$ cat src/shared/monitor_entry_params.svh
`ifndef MONITOR_ENTRY_PARAMS_SVH
`define MONITOR_ENTRY_PARAMS_SVH
`define MON_SECURITY_BYTES 4'h8
`define MON_BREAK_BITS 4'hA
`define MON_FRAME_BITS 4'hA
`define MON_BAUD 9600
`define MON_CLK_HZ 100000000
`define MON_BIT_CYCLES (`MON_CLK_HZ / `MON_BAUD)
`define MON_ERASED_BYTE 8'hFF
`endif

$ cat src/shared/monitor_entry_pkg.sv
package monitor_entry_pkg;
   typedef enum logic [1:0] {bus_div2, bus_div4} bus_div_type;
   typedef struct packed {
      logic vector_erased;
      logic irq_high_voltage;
      logic divisor_high;
   } entry_cond_type;
   typedef struct packed {
      logic in_monitor;
      logic entered_by_voltage;
      logic entered_by_blank;
      logic osc_bypass;
      bus_div_type bus_div;
      logic watchdog_disable;
      logic extra_reset;
      logic ready_for_command;
   } mon_status_type;
endpackage

$ cat src/hdl/monitor_mode_entry.sv
`timescale 1ns/1ps
`default_nettype none
`include "monitor_entry_params.svh"
module monitor_mode_entry #(
   parameter int unsigned BIT_CYCLES = `MON_BIT_CYCLES
) (
   input wire logic ref_clk, // system clock
   input wire logic arst_n, // async reset, active low
   input wire logic clk_en, // freezes all state while low
   input wire logic reset_pin_n, // external reset pin level
   input wire logic reset_pin_high_voltage, // test voltage seen on reset pin
   input wire logic power_on_reset, // power-on reset event
   input wire logic [7:0] reset_vector_hi, // vector byte at top-1
   input wire logic [7:0] reset_vector_lo, // vector byte at top
   input wire logic external_interrupt_pin, // test voltage detect on irq pin
   input wire logic divisor_select_pin, // divisor pin level
   input wire logic serial_rx, // serial line from host
   output logic serial_tx, // serial line to host
   output logic serial_tx_oe, // high while driving tx
   output logic extra_reset_req, // one-cycle request for extra reset
   output monitor_entry_pkg::mon_status_type status // latched mode state
);
   import monitor_entry_pkg::*;
   // ************************************************
   // decode helpers
   // ************************************************
   function automatic logic byte_erased(input logic [7:0] value);
      return value == `MON_ERASED_BYTE;
   endfunction
   // divide-by-two bus and oscillator bypass both need high voltage with the divisor pin low
   function automatic logic fast_clock(input entry_cond_type c);
      return c.irq_high_voltage && !c.divisor_high;
   endfunction
   // ************************************************
   // pin synchronisers
   // ************************************************
   localparam int unsigned PIN_COUNT = 5;
   // slot order: reset pin, irq voltage, reset-pin voltage, divisor pin, serial rx
   // only the serial line rests high, so no false start bit follows reset
   localparam logic [4:0] PIN_IDLE = 5'h01;
   wire logic [4:0] pins_in = {reset_pin_n, external_interrupt_pin, reset_pin_high_voltage,
                               divisor_select_pin, serial_rx};
   wire logic [4:0] pins_f;
   for (genvar gi = 0; gi < PIN_COUNT; gi++) begin : g_sync
      logic [2:0] chain_q;
      logic level_q;
      always_ff @(posedge ref_clk or negedge arst_n) begin
         if (!arst_n) begin
            chain_q <= {3{PIN_IDLE[gi]}};
            level_q <= PIN_IDLE[gi];
         end else if (clk_en) begin
            chain_q <= {chain_q[1:0], pins_in[gi]};
            // a change counts once the second and third stages agree, so a glitch is dropped
            if (chain_q[1] == chain_q[2]) begin
               level_q <= chain_q[2];
            end
         end
      end
      assign pins_f[gi] = level_q;
   end
   wire logic rst_f = pins_f[4];
   wire logic hv_f = pins_f[3];
   wire logic rhv_f = pins_f[2];
   wire logic div_f = pins_f[1];
   wire logic rx_f = pins_f[0];
   // ************************************************
   // entry decision
   // ************************************************
   typedef enum logic [1:0] {ph_idle, ph_secure, ph_break, ph_ready} phase_type;
   phase_type ph_q;
   logic rst_prev_q;
   logic por_seen_q;
   logic extra_done_q;
   entry_cond_type cond_q;
   mon_status_type st_q;
   wire logic vec_erased = byte_erased(reset_vector_hi) && byte_erased(reset_vector_lo);
   wire logic div_high_eff = hv_f && div_f;
   wire entry_cond_type cond_d = {vec_erased, hv_f, div_high_eff};
   wire logic reset_rise = rst_f && !rst_prev_q;
   // the decision uses what was sampled while reset was low, never the live pins
   wire logic enter_voltage = cond_q.irq_high_voltage;
   wire logic enter_blank = cond_q.vector_erased && !cond_q.irq_high_voltage;
   wire logic enter_any = por_seen_q && (enter_voltage || enter_blank);
   wire logic latch_now = reset_rise && !st_q.in_monitor && enter_any;
   always_ff @(posedge ref_clk or negedge arst_n) begin
      if (!arst_n) begin
         rst_prev_q <= 1'h0;
         por_seen_q <= 1'h0;
         cond_q <= '0;
      end else if (clk_en) begin
         rst_prev_q <= rst_f;
         if (power_on_reset) begin
            por_seen_q <= 1'h1;
         end
         // frozen once the mode is latched, so a later reset pulse cannot disturb it
         if (!rst_f && !st_q.in_monitor) begin
            cond_q <= cond_d;
         end
      end
   end
   // ************************************************
   // latched mode and watchdog hold-off
   // ************************************************
   wire bus_div_type div_d = fast_clock(cond_q) ? bus_div2 : bus_div4;
   wire logic hold_wd = st_q.entered_by_blank ||
                        (st_q.entered_by_voltage && (hv_f || rhv_f));
   // the hold-off starts at the latch edge itself, not one cycle after it
   wire logic wd_d = latch_now ? (!cond_q.irq_high_voltage || hv_f || rhv_f) : hold_wd;
   always_ff @(posedge ref_clk or negedge arst_n) begin
      if (!arst_n) begin
         st_q <= '0;
         extra_done_q <= 1'h0;
      end else if (clk_en) begin
         if (latch_now) begin
            st_q.in_monitor <= 1'h1;
            st_q.entered_by_voltage <= enter_voltage;
            st_q.entered_by_blank <= enter_blank;
            st_q.osc_bypass <= fast_clock(cond_q);
            st_q.bus_div <= div_d;
            st_q.extra_reset <= enter_blank && !extra_done_q;
         end else begin
            st_q.extra_reset <= 1'h0;
         end
         if (st_q.extra_reset) begin
            extra_done_q <= 1'h1;
         end
         st_q.watchdog_disable <= wd_d;
         st_q.ready_for_command <= (ph_q == ph_ready);
      end
   end
   assign extra_reset_req = st_q.extra_reset;
   assign status = st_q;
   // ************************************************
   // serial link: security bytes then break
   // ************************************************
   logic [15:0] baud_q;
   logic [3:0] bit_q;
   logic [3:0] bytes_q;
   logic rx_busy_q;
   logic tx_q;
   // the bit timer is 16 bits wide: a bit time above 65536 clocks would wrap
   wire logic bit_tick = (baud_q == 16'(BIT_CYCLES - 1));
   wire logic half_tick = (baud_q == 16'(BIT_CYCLES / 2));
   wire logic start_seen = (ph_q == ph_secure) && !rx_busy_q && !rx_f;
   wire logic frame_end = (ph_q == ph_secure) && rx_busy_q && half_tick &&
                          (bit_q == `MON_FRAME_BITS - 4'h1);
   wire logic last_byte = (bytes_q == `MON_SECURITY_BYTES - 4'h1);
   wire logic break_start = frame_end && last_byte;
   wire logic break_end = (ph_q == ph_break) && bit_tick &&
                          (bit_q == `MON_BREAK_BITS - 4'h1);
   // the timer restarts at each start bit and at the break, so the first break bit is whole
   wire logic baud_clr = bit_tick || break_start || ((ph_q == ph_secure) && !rx_busy_q);
   wire logic [15:0] baud_d = baud_clr ? 16'h0000 : baud_q + 16'h0001;
   always_ff @(posedge ref_clk or negedge arst_n) begin
      if (!arst_n) begin
         ph_q <= ph_idle;
         baud_q <= 16'h0000;
         bit_q <= 4'h0;
         bytes_q <= 4'h0;
         rx_busy_q <= 1'h0;
         tx_q <= 1'h1;
      end else if (clk_en) begin
         baud_q <= baud_d;
         case (ph_q)
            ph_idle: begin
               if (st_q.in_monitor && rst_f) begin
                  ph_q <= ph_secure;
               end
            end
            ph_secure: begin
               if (start_seen) begin
                  rx_busy_q <= 1'h1;
                  bit_q <= 4'h0;
               end else if (rx_busy_q && half_tick) begin
                  bit_q <= bit_q + 4'h1;
                  // contents are only counted; checking them is left to the firmware
                  if (frame_end) begin
                     rx_busy_q <= 1'h0;
                     bytes_q <= bytes_q + 4'h1;
                  end
                  if (break_start) begin
                     ph_q <= ph_break;
                     bit_q <= 4'h0;
                     tx_q <= 1'h0;
                  end
               end
            end
            ph_break: begin
               if (bit_tick) begin // ten zero bits
                  bit_q <= bit_q + 4'h1;
               end
               if (break_end) begin
                  tx_q <= 1'h1;
                  ph_q <= ph_ready;
               end
            end
            ph_ready: begin
               ph_q <= ph_ready;
            end
            default: begin
               ph_q <= ph_idle;
            end
         endcase
      end
   end
   // open-drain style: the line is only pulled low while the break runs
   assign serial_tx = tx_q;
   assign serial_tx_oe = (ph_q == ph_break);
endmodule
`default_nettype wire

$ cat config.mk
export PLATFORM = sky130hd
export DESIGN_NAME = monitor_mode_entry
export DESIGN_NICKNAME = d
export VERILOG_FILES = /design/src/shared/monitor_entry_pkg.sv /design/src/hdl/monitor_mode_entry.sv
export VERILOG_INCLUDE_DIRS = /design/src /design/src/shared
export SDC_FILE = /design/constraint.sdc
export NUM_CORES = 1
export LEC_CHECK = 0
export BUFFER_PORTS_ARGS = -buffer_cell sky130_fd_sc_hd__buf_2
export CAP_MARGIN = 25
export CORE_UTILIZATION = 40
export CTS_CLUSTER_SIZE = 24
export DETAILED_ROUTE_END_ITERATION = 10
export PLACE_DENSITY = 0.63
export SLEW_MARGIN = 20
export SYNTH_ARGS = -nofsm -noshare
export SYNTH_HDL_FRONTEND = slang
export SYNTH_SLANG_ARGS = --single-unit
$ cat constraint.sdc
create_clock -name ref_clk -period 3.4 [get_ports ref_clk]
set_input_delay 0 -clock ref_clk [delete_from_list [all_inputs] [get_ports ref_clk]]
set_output_delay 0 -clock ref_clk [all_outputs]
set_load 0.01 [all_outputs]
# After elaboration in Yosys (flattened, before gate mapping)
# Cells that the tools add are included.
totals:
  regBits: 63
  latch_bits: 0
  ram_bits: 0
  rom_bits: 0
  in_bits: 25
  out_inout_bits: 12
  word_cells: 132
  memories: 0
classes:
  addsub: 3
  n_mul: 0
  n_div: 0
  magnitude_cmp: 0
  n_eq_ne: 21
  shifts: 0
  n_mux: 23
  n_bitwise: 1
  reduce_logical: 54
op_table:
  columns: ["op", "count"]
  rows:
  - ["$logic_and A1 B1 Y1", 21]
  - ["$reduce_and A2 Y1", 9]
  - ["$add A16 B1 Y16 const B", 1]
  - ["$eq A16 B13 Y1 const B", 1]
  - ["$eq A16 B14 Y1 const B", 1]
  - ["$eq A8 B8 Y1 const B", 2]
  - ["$mux W16", 1]
  - ["$mux W4", 4]
  - ["$reduce_and A6 Y1", 2]
  - ["$mux W1", 10]
  - ["$mux W2", 5]
  - ["$add A4 B1 Y4 const B", 2]
  - ["$logic_not A1 Y1", 8]
  - ["$pmux W2 S4", 1]
  - ["$pmux W4 S2", 1]
  - ["$reduce_and A4 Y1", 2]
  - ["$logic_or A1 B1 Y1", 7]
  - ["$ne A2 B1 Y1 const B", 3]
  - ["$ne A2 B2 Y1 const B", 3]
  - ["$reduce_bool A2 Y1", 3]
  - ["$eq A1 B1 Y1", 5]
  - ["$reduce_and A5 Y1", 1]
  - ["$eq A2 B2 Y1 const B", 2]
  - ["$eq A4 B3 Y1 const B", 1]
  - ["6 further kinds", 6]

# Logic depth before layout (Yosys ltp)
# Gate-level depths: netlist of the first run.
depth:
  ltp_word: 9
  depth_mapped: 8
  mapped_depth_nobuf: 7

# Worst setup path after synthesis of the first run
# Ideal clock, no wire load.
synth_timing:
  path_type: "register to register"
  from: "reg baud_q[8]"
  to: "reg bytes_q[1]"
  setup_ns: 0.125
  t_arrival_ns: 2.247
  required_ns: 3.275
  slack_ns: 1.028
  path_stages_with_launch: 6
  n_path_buf: 1
  period_less_slack_ns: 2.372
  cell_sequence: "dfrtp_1 or4_4 or4_4 or3_1 buf_6 mux2_4"
synth_between:
  elab_chain_len: 4
  word_cells_on_any_way: 5
  classes_between: "eq/ne: 1; reduce/logical: 4"
synth_lines:
  columns: ["item", "line", "rtl"]
  rows:
  - ["from (decl)", "monitor_mode_entry.sv:136", "logic [15:0] baud_q;"]
  - ["from (signal assigned)", "monitor_mode_entry.sv:163", "baud_q <= baud_d;"]
  - ["$eq A16 B13 Y1 (*)", "monitor_mode_entry.sv:143", "wire logic half_tick = (baud_q == 16'(BIT_CYCLES / 2));"]
  - ["$logic_and A1 B1 Y1 (2 in series)", "monitor_mode_entry.sv:145", "wire logic frame_end = (ph_q == ph_secure) && rx_busy_q && half_tick &&"]
  - ["$reduce_and A5 Y1 (no source line) (*)", null, null]
  - ["to (signal assigned)", "monitor_mode_entry.sv:179", "bytes_q <= bytes_q + 4'h1;"]
  - ["to (decl)", "monitor_mode_entry.sv:138", "logic [3:0] bytes_q;"]
# Mark *: on every way between the ends. The rest lies on a longest branch, timed or not.
# A chain may end at the register's enable or synchronous reset.

# Final worst setup path of the first run
layout_timing:
  from: "reg baud_q[8]"
  to: "reg baud_q[1]"
layout_between:
  elab_chain_len: 7
  word_cells_on_any_way: 8
  classes_between: "eq/ne: 2; mux: 1; reduce/logical: 5"
layout_lines:
  columns: ["item", "line", "rtl"]
  rows:
  - ["$eq A16 B13 Y1", "monitor_mode_entry.sv:143", null]
  - ["$logic_and A1 B1 Y1 (2 in series)", "monitor_mode_entry.sv:145", null]
  - ["$logic_and A1 B1 Y1", "monitor_mode_entry.sv:148", "wire logic break_start = frame_end && last_byte;"]
  - ["$logic_or A1 B1 Y1 (*) (2 in series)", "monitor_mode_entry.sv:152", "wire logic baud_clr = bit_tick || break_start || ((ph_q == ph_secure) && !rx_busy_q);"]
  - ["$mux W16 (*)", "monitor_mode_entry.sv:153", "wire logic [15:0] baud_d = baud_clr ? 16'h0000 : baud_q + 16'h0001;"]
# Marked as above.

==> out/summary.md, run 1 <==
### Outcome
* **result of the run** completed

### Finish
* **area taken by flip-flops and latches** 1560 um^2
* **ant diodes** 0
* **growth of design area from synthesis to finish** 17.6%
* **area used by multi-input combinational logic** 1370 um^2
* **Final Net Count** 362
* **layout filler cell count** 695
* **fraction of layout cells with a size suffix above 1** 0.246

### Min path
* **worst min-delay path category** in -> reg

### Pwr
* **worst vdd ir** 318 uV
* **Leak Pwr** 1.59 nW
* **pwr dens** 650 nW/um^2

### Yosys
* **Synth Warn #** 0
* **fraction of synthesis flops using an asynchronous set or reset pin** 1.00
* **number of unique standard cell types used by synthesis** 48
* **dominant synthesized flop cell** dfrtp_1
* **post-synthesis cell area** 3040 um^2
* **syn nets** 319
* **number of flops mapped to enable cells by yosys** 0
* **count of mapped cells out of synthesis** 285
* **register area share after synthesis** 0.512
* **average size of a mapped cell** 10.7 um^2
* **FF+latch count, synth** 62

### Clock tree
* **Max Buffers Root-to-Sink** 2
* **CTS root buf** clkbuf_8
* **CTS sink count** 62
* **Post-CTS Setup Inserts** 0
* **clock tree from TritonCTS** yes
* **H-tree depth reported by CTS** 3
* **clock transition at the registers of the reported paths** 0.07 ns
* **clock network latency to the later pin of the worst-skew pair** 0.34 ns
* **total clock buffers created by CTS** 9

### GRT
* **maximum number of pins on one net before global-route repair** 40
* **Remaining Overflow, GRT** 0
* **global-route total usage across every layer** 0.167
* **global-route wire length before repair** 9.94 mm
* **number of global-route vias before repair** 2160
* **number of antenna violations at the first check in global routing** 0

### STA
* **slew at the pin closest to its max-slew limit** 0.806 ns
* **post-layout minimum cycle time** 2.53 ns
* **Worst Skew** 0.00512 ns
* **Setup-failing EPs final** 0
* **worst max-slew margin expressed relative to the limit** 0.462
* **period utilisation layout** 0.743
* **Setup WS post-layout** 0.875 ns
* **count of final max-slew check failures** 0
* **unrepaired setup endpoints after global routing** no
* **maximum frequency from static timing analysis** 396 MHz
* **final count of hold timing violations** 0
* **final total negative setup slack** 0 ns

### Die
* **starting density of the core** 0.417
* **Horiz. Die Dim** 89.2 um
* **number of placed I/O pins** 37
* **Die Y-Extent** 89.2 um
* **placeable core area** 7290 um^2
* **row count** 31
* **Die Footprint** 7960 um^2

### Routing
* **Via-to-Cell Ratio** 5.13
* **number of search-and-repair iterations in the first detailed-routing pass** 4
* **number of vias after detailed routing** 2217
* **WL final** 5.60 mm
* **remaining design rule violation count** 0
* **DRT antenna net count** 0
* **first-iteration detailed-routing DRC count** 96
* **wire length per cell after detailed routing** 13.0 um

### Setup path
* **endpoint kind of the worst setup timing path** flop
* **worst setup path class** reg -> reg
* **Worst Setup EP** baud_q[1]$_DFFE_PN0P_
* **R2R Path Start** baud_q[8]$_DFFE_PN0P_
* **crit path launch** baud_q[8]$_DFFE_PN0P_
* **Worst Reg2Reg Path Length in Cells** 5
* **critical path arrival** 2.73 ns
* **startpoint class of the critical path** flop
* **R2R setup slack** 0.87 ns
* **required time of the critical path** 3.60 ns
* **RR Endpoint** baud_q[1]$_DFFE_PN0P_
* **critical path peak fanout** 15

### Placement
* **worst-case setup slack after placement** 0.866 ns
* **routability-driven placement congestion ratio** 0.773
* **post-DP HPWL** 3.89 mm
* **I/O Buffers** 35

### Job
* **maximum capacitance violations** 0

## worst max-delay path, stage by stage, from the launching register on
cell and delay [ns]:
dfrtp_1 0.40, or4_4 0.57, or4_4 0.56, o21ai_0 0.23, a21o_1 0.46, o22ai_1 0.16
## worst min-delay path by stage
stage	to	from	cells past startpoint	slack, ns
3_5_place_dp	bytes_q[2]$_DFFE_PN0P_	arst_n	1	0.14
3_3_place_gp	bytes_q[3]$_DFFE_PN0P_	arst_n	1	0.13
4_1_cts	cond_q[2]$_DFFE_PN0P_	reset_vector_lo[3]	4	0.001
6_report	cond_q[2]$_DFFE_PN0P_	reset_vector_lo[3]	4	0.008
2_1_floorplan	baud_q[0]$_DFFE_PN0P_	arst_n	0	-0.30
5_1_grt	cond_q[2]$_DFFE_PN0P_	reset_vector_hi[3]	4	0.04
## report_power, final
part           internal [W]  total [W]  switching [W]
clock network      0.000434   0.000729       0.000295
registers          0.000906    0.00107       0.000166
logic              0.000250   0.000524       0.000274
total               0.00159    0.00233       0.000736
## layout make-up
type | instances | area share
clock buffer | 11 | 0.0395
clock inverter | 5 | 0.0234
inverter | 12 | 0.0126
multi-input combinational | 199 | 0.382
sequential | 62 | 0.435
tap | 99 | 0.0346
timing repair buffer | 44 | 0.0727
## per-layer routing
metal,vias up,share of wire,track usage
li1,1101,-,-
met1,1055,0.48,0.211
met2,52,0.46,0.263
met3,9,0.053,0.0591
met4,0,0.015,0.0649
met5,-,0,0
## kinds of logic (layout without fill, tap and decap cells)
logic type      Yosys count  after routing  share of synthesized area
simple gates             95             95                      0.174
mux                      22             22                     0.0823
compound gates           56             56                      0.109
buf+inv                  24             72                     0.0387
fa+ha+maj                 9              9                     0.0370
flops                    62             62                      0.512
xor+xnor                 16             16                     0.0461
other cells               1              1                    0.00123
## repair_timing
item,CTS,global route
hold buffers,7,0
gates resized for setup,0,0
endpoints found under the hold margin,39,0
## synth_stat cells, types with 3 or more instances
| cell type | count | share of area |
|---|---|---|
| nor3_1 | 4 | 0.0066 |
| nand2b_1 | 13 | 0.027 |
| xor2_1 | 9 | 0.026 |
| a21oi_1 | 26 | 0.043 |
| nand2_1 | 25 | 0.031 |
| nand4b_1 | 3 | 0.0086 |
| inv_1 | 12 | 0.015 |
| clkbuf_1 | 6 | 0.0074 |
| nor4_1 | 4 | 0.0082 |
| nor2_1 | 16 | 0.020 |
| buf_4 | 3 | 0.0074 |
| nand4_1 | 9 | 0.019 |
| xnor2_1 | 7 | 0.020 |
| dfstp_2 | 5 | 0.043 |
| a21o_1 | 4 | 0.0099 |
| ha_1 | 9 | 0.037 |
| mux2_2 | 20 | 0.074 |
| o211ai_1 | 3 | 0.0074 |
| dfrtp_1 | 57 | 0.47 |
| o21ai_0 | 12 | 0.020 |
| nand3_1 | 4 | 0.0066 |
## cell usage in the layout (no fill, tap or decap), types with 10 or more instances in the layout
cell / synthesis / routed
mux2_2: 20 / 20
o21ai_0: 12 / 12
nand2_1: 25 / 25
inv_1: 12 / 12
clkbuf_8: 0 / 10
nor2_1: 16 / 16
buf_2: 1 / 35
dfrtp_1: 57 / 57
a21oi_1: 26 / 26
nand2b_1: 13 / 13
## metrics by stage
step | cell area (um^2) | power, W | std cells | util | hold WS [ns]
floorplan | 3040 | 0.00143 | 285 | - | -0.296
global placement | 3280 | 0.00159 | 409 | 0.450 | 0.128
detailed placement | 3280 | 0.00161 | 409 | 0.450 | 0.140
CTS | 3580 | 0.00236 | 432 | 0.491 | 0.00101
global route | 3580 | 0.00249 | 432 | 0.491 | 0.0360
finish | 3580 | 0.00233 | 432 | 0.491 | 0.00779
## registers in the layout, indices dropped and copies added (netlist names), 2 cells and up
name	flops
bit_q	4
bytes_q	4
status	7
baud_q	16
g_sync.chain_q	15
cond_q	2
g_sync.level_q	4
ph_q	2
Power figures use the tool's default switching activity.
==> inputs of run 2 (changes only) <==
--- a/config.mk
+++ b/config.mk
@@ -11,7 +11,7 @@
 export CORE_UTILIZATION = 40
 export CTS_CLUSTER_SIZE = 24
 export DETAILED_ROUTE_END_ITERATION = 10
-export PLACE_DENSITY = 0.63
+export PLACE_DENSITY = 0.66
 export SLEW_MARGIN = 20
 export SYNTH_ARGS = -nofsm -noshare
 export SYNTH_HDL_FRONTEND = slang
==> constraint.sdc (replaced) <==
create_clock -name ref_clk -period 2.1 [get_ports ref_clk]
set_input_delay 0 -clock ref_clk [delete_from_list [all_inputs] [get_ports ref_clk]]
set_output_delay 0 -clock ref_clk [all_outputs]
set_load 0.01 [all_outputs]
==> run 2 against run 1 <==
The run now ends with negative setup slack left. Cell area is 7.1% higher. Clock power grew 59%. Via count increased by 6.1%. Final cell count increased by 6.5%. Combinational power is 98% higher. Non-clock buffer count grew 28. Global-route usage increased by 0.99 points. Maximum frequency is 11% higher. Utilization up 3.5 points. Sequential share of layout area fell by 2.9 points. Highest routed layer unchanged.
==> out/summary.md, run 2 (same netlist as run 1, synthesis figures left out) <==
### STA
* **count of final max-slew check failures** 0
* **period utilisation layout** 1.08
* **maximum frequency from static timing analysis** 441 MHz
* **final count of hold timing violations** 0
* **Setup WS post-layout** -0.167 ns
* **slew at the pin closest to its max-slew limit** 0.521 ns
* **Worst Skew** 0.00546 ns
* **post-layout minimum cycle time** 2.27 ns
* **worst hold slack** 0.194 ns
* **Setup-failing EPs final** 24
* **worst max-slew margin expressed relative to the limit** 0.649
* **unrepaired setup endpoints after global routing** yes
* **final total negative setup slack** -1.99 ns

### Finish
* **fraction of layout cells with a size suffix above 1** 0.324
* **Final Net Count** 390
* **most used cells in the layout excluding fill and tap cells** dfrtp_1 (57), buf_2 (35), buf_4 (28), a21oi_1 (26), nand2_1 (25)
* **Largest register FFs** 16
* **Finished Core Util** 0.526
* **growth of design area from synthesis to finish** 26.0%
* **Final Cell Area** 3830 um^2
* **ant diodes** 0
* **Layout Cells excl Fill** 460
* **register containing the most flip-flops in the final layout** baud_q
* **most frequent standard cell in the layout excluding fill and tap cells** dfrtp_1

### Clock tree
* **clock network latency to the later pin of the worst-skew pair** 0.34 ns
* **CTS root buf** clkbuf_8
* **clock transition at the registers of the reported paths** 0.07 ns
* **CTS sink count** 62
* **total clock buffers created by CTS** 9
* **H-tree depth reported by CTS** 3
* **Max Buffers Root-to-Sink** 2
* **clock tree from TritonCTS** yes

### GRT
* **global-route wire length before repair** 10.5 mm
* **Remaining Overflow, GRT** 0
* **number of antenna violations at the first check in global routing** 0
* **maximum number of pins on one net before global-route repair** 35
* **number of global-route vias before repair** 2379
* **global-route total usage across every layer** 0.177

### Placement
* **routability-driven placement congestion ratio** 0.785
* **I/O Buffers** 35
* **Placed Area** 3480 um^2
* **post-DP HPWL** 4.34 mm
* **Placed Instances** 434

### Die
* **row count** 31
* **Die Y-Extent** 89.2 um
* **Die Footprint** 7960 um^2
* **placeable core area** 7290 um^2
* **Horiz. Die Dim** 89.2 um
* **starting density of the core** 0.417
* **number of placed I/O pins** 37

### Pwr
* **pwr dens** 1020 nW/um^2
* **Leak Pwr** 1.74 nW
* **worst vdd ir** 642 uV

### Outcome
* **result of the run** finished with violations
* **failing checks** negative setup slack

### Min path
* **worst min-delay path category** in -> reg
* **Worst Min Path Start** clk_en

### Job
* **maximum capacitance violations** 0

### Setup path
* **required time of the critical path** 2.33 ns
* **worst setup path class** reg -> reg
* **endpoint kind of the worst setup timing path** flop
* **critical path peak fanout** 5
* **crit path launch** baud_q[7]$_DFFE_PN0P_
* **critical path arrival** 2.50 ns
* **R2R Path Start** baud_q[7]$_DFFE_PN0P_
* **startpoint class of the critical path** flop

### Routing
* **number of search-and-repair iterations in the first detailed-routing pass** 5
* **remaining design rule violation count** 0
* **first-iteration detailed-routing DRC count** 72
* **wire length per cell after detailed routing** 13.1 um
* **Via-to-Cell Ratio** 5.12
* **DRT antenna net count** 0
* **WL final** 6.01 mm
* **number of vias after detailed routing** 2353

## run 2: changes by cell type in the layout (fill, tap and decap cells not counted), moves of 2 or more
cell           delta
buf_4            +26
o21ai_1           +2
o21ai_0           -2
dlygate4sd3_1     +2
## run 2: power breakdown
part	internal (W)	total, W	switching [W]
Clock	0.000671	0.00116	0.000489
Combinational	0.000519	0.00104	0.000524
Sequential	0.00147	0.00171	0.000241
## run 2: stage by stage
stage | power, W | setup slack (ns)
after floorplan | 0.00233 | -0.207
after global placement | 0.00271 | -0.172
after detailed placement | 0.00274 | -0.210
after CTS | 0.00395 | -0.161
after global routing | 0.00418 | -0.211
final | 0.00391 | -0.167
## run 2: final timing paths
path / end / slack, ns / cells past startpoint
setup reg to reg: bytes_q[1]$_DFFE_PN0P_ / -0.17 / 4
min in group asynchronous: g_sync[2].chain_q[2]$_DFFE_PN0P_ / 0.21 / 3
hold reg to reg: por_seen_q$_DFFE_PN0P_ / 0.47 / 1
max in group asynchronous: g_sync[0].chain_q[2]$_DFFE_PN1P_ / 1.57 / 3
setup / recovery: bytes_q[1]$_DFFE_PN0P_ / -0.17 / 4
hold / removal: baud_q[14]$_DFFE_PN0P_ / 0.19 / 3
## run 2: what timing repair did
action                                  4_1_cts  5_1_grt
hold buffers                                  9        0
buffers inserted                              1        0
gates resized for setup                       6        2
endpoints found under the hold margin        69        0
pin swaps                                     1        0
endpoints found under the setup margin       28       28
## run 2: layout make-up
| cell class | count | area [um^2] |
|---|---|---|
| fill | 689 | 3460 |
| tap | 99 | 124 |
| inverter | 12 | 45.0 |
| multi-input combinational | 199 | 1410 |
| clock buffer | 9 | 124 |
| clock inverter | 7 | 97.6 |
| sequential | 62 | 1560 |
| timing repair buffer | 72 | 475 |
## run 2: worst max-delay path, stage by stage, from the launching register on
cell     delay [ns]
dfrtp_1        0.38
or4b_4         0.54
or4_4          0.54
or3_4          0.38
mux2_4         0.31
## run 2: routing by layer
layer	track usage	part of all wire	vias up
met4	0.0649	0.017	0
met3	0.0526	0.043	9
met5	0	0	-
met2	0.309	0.49	47
met1	0.206	0.45	1141
li1	-	-	1156
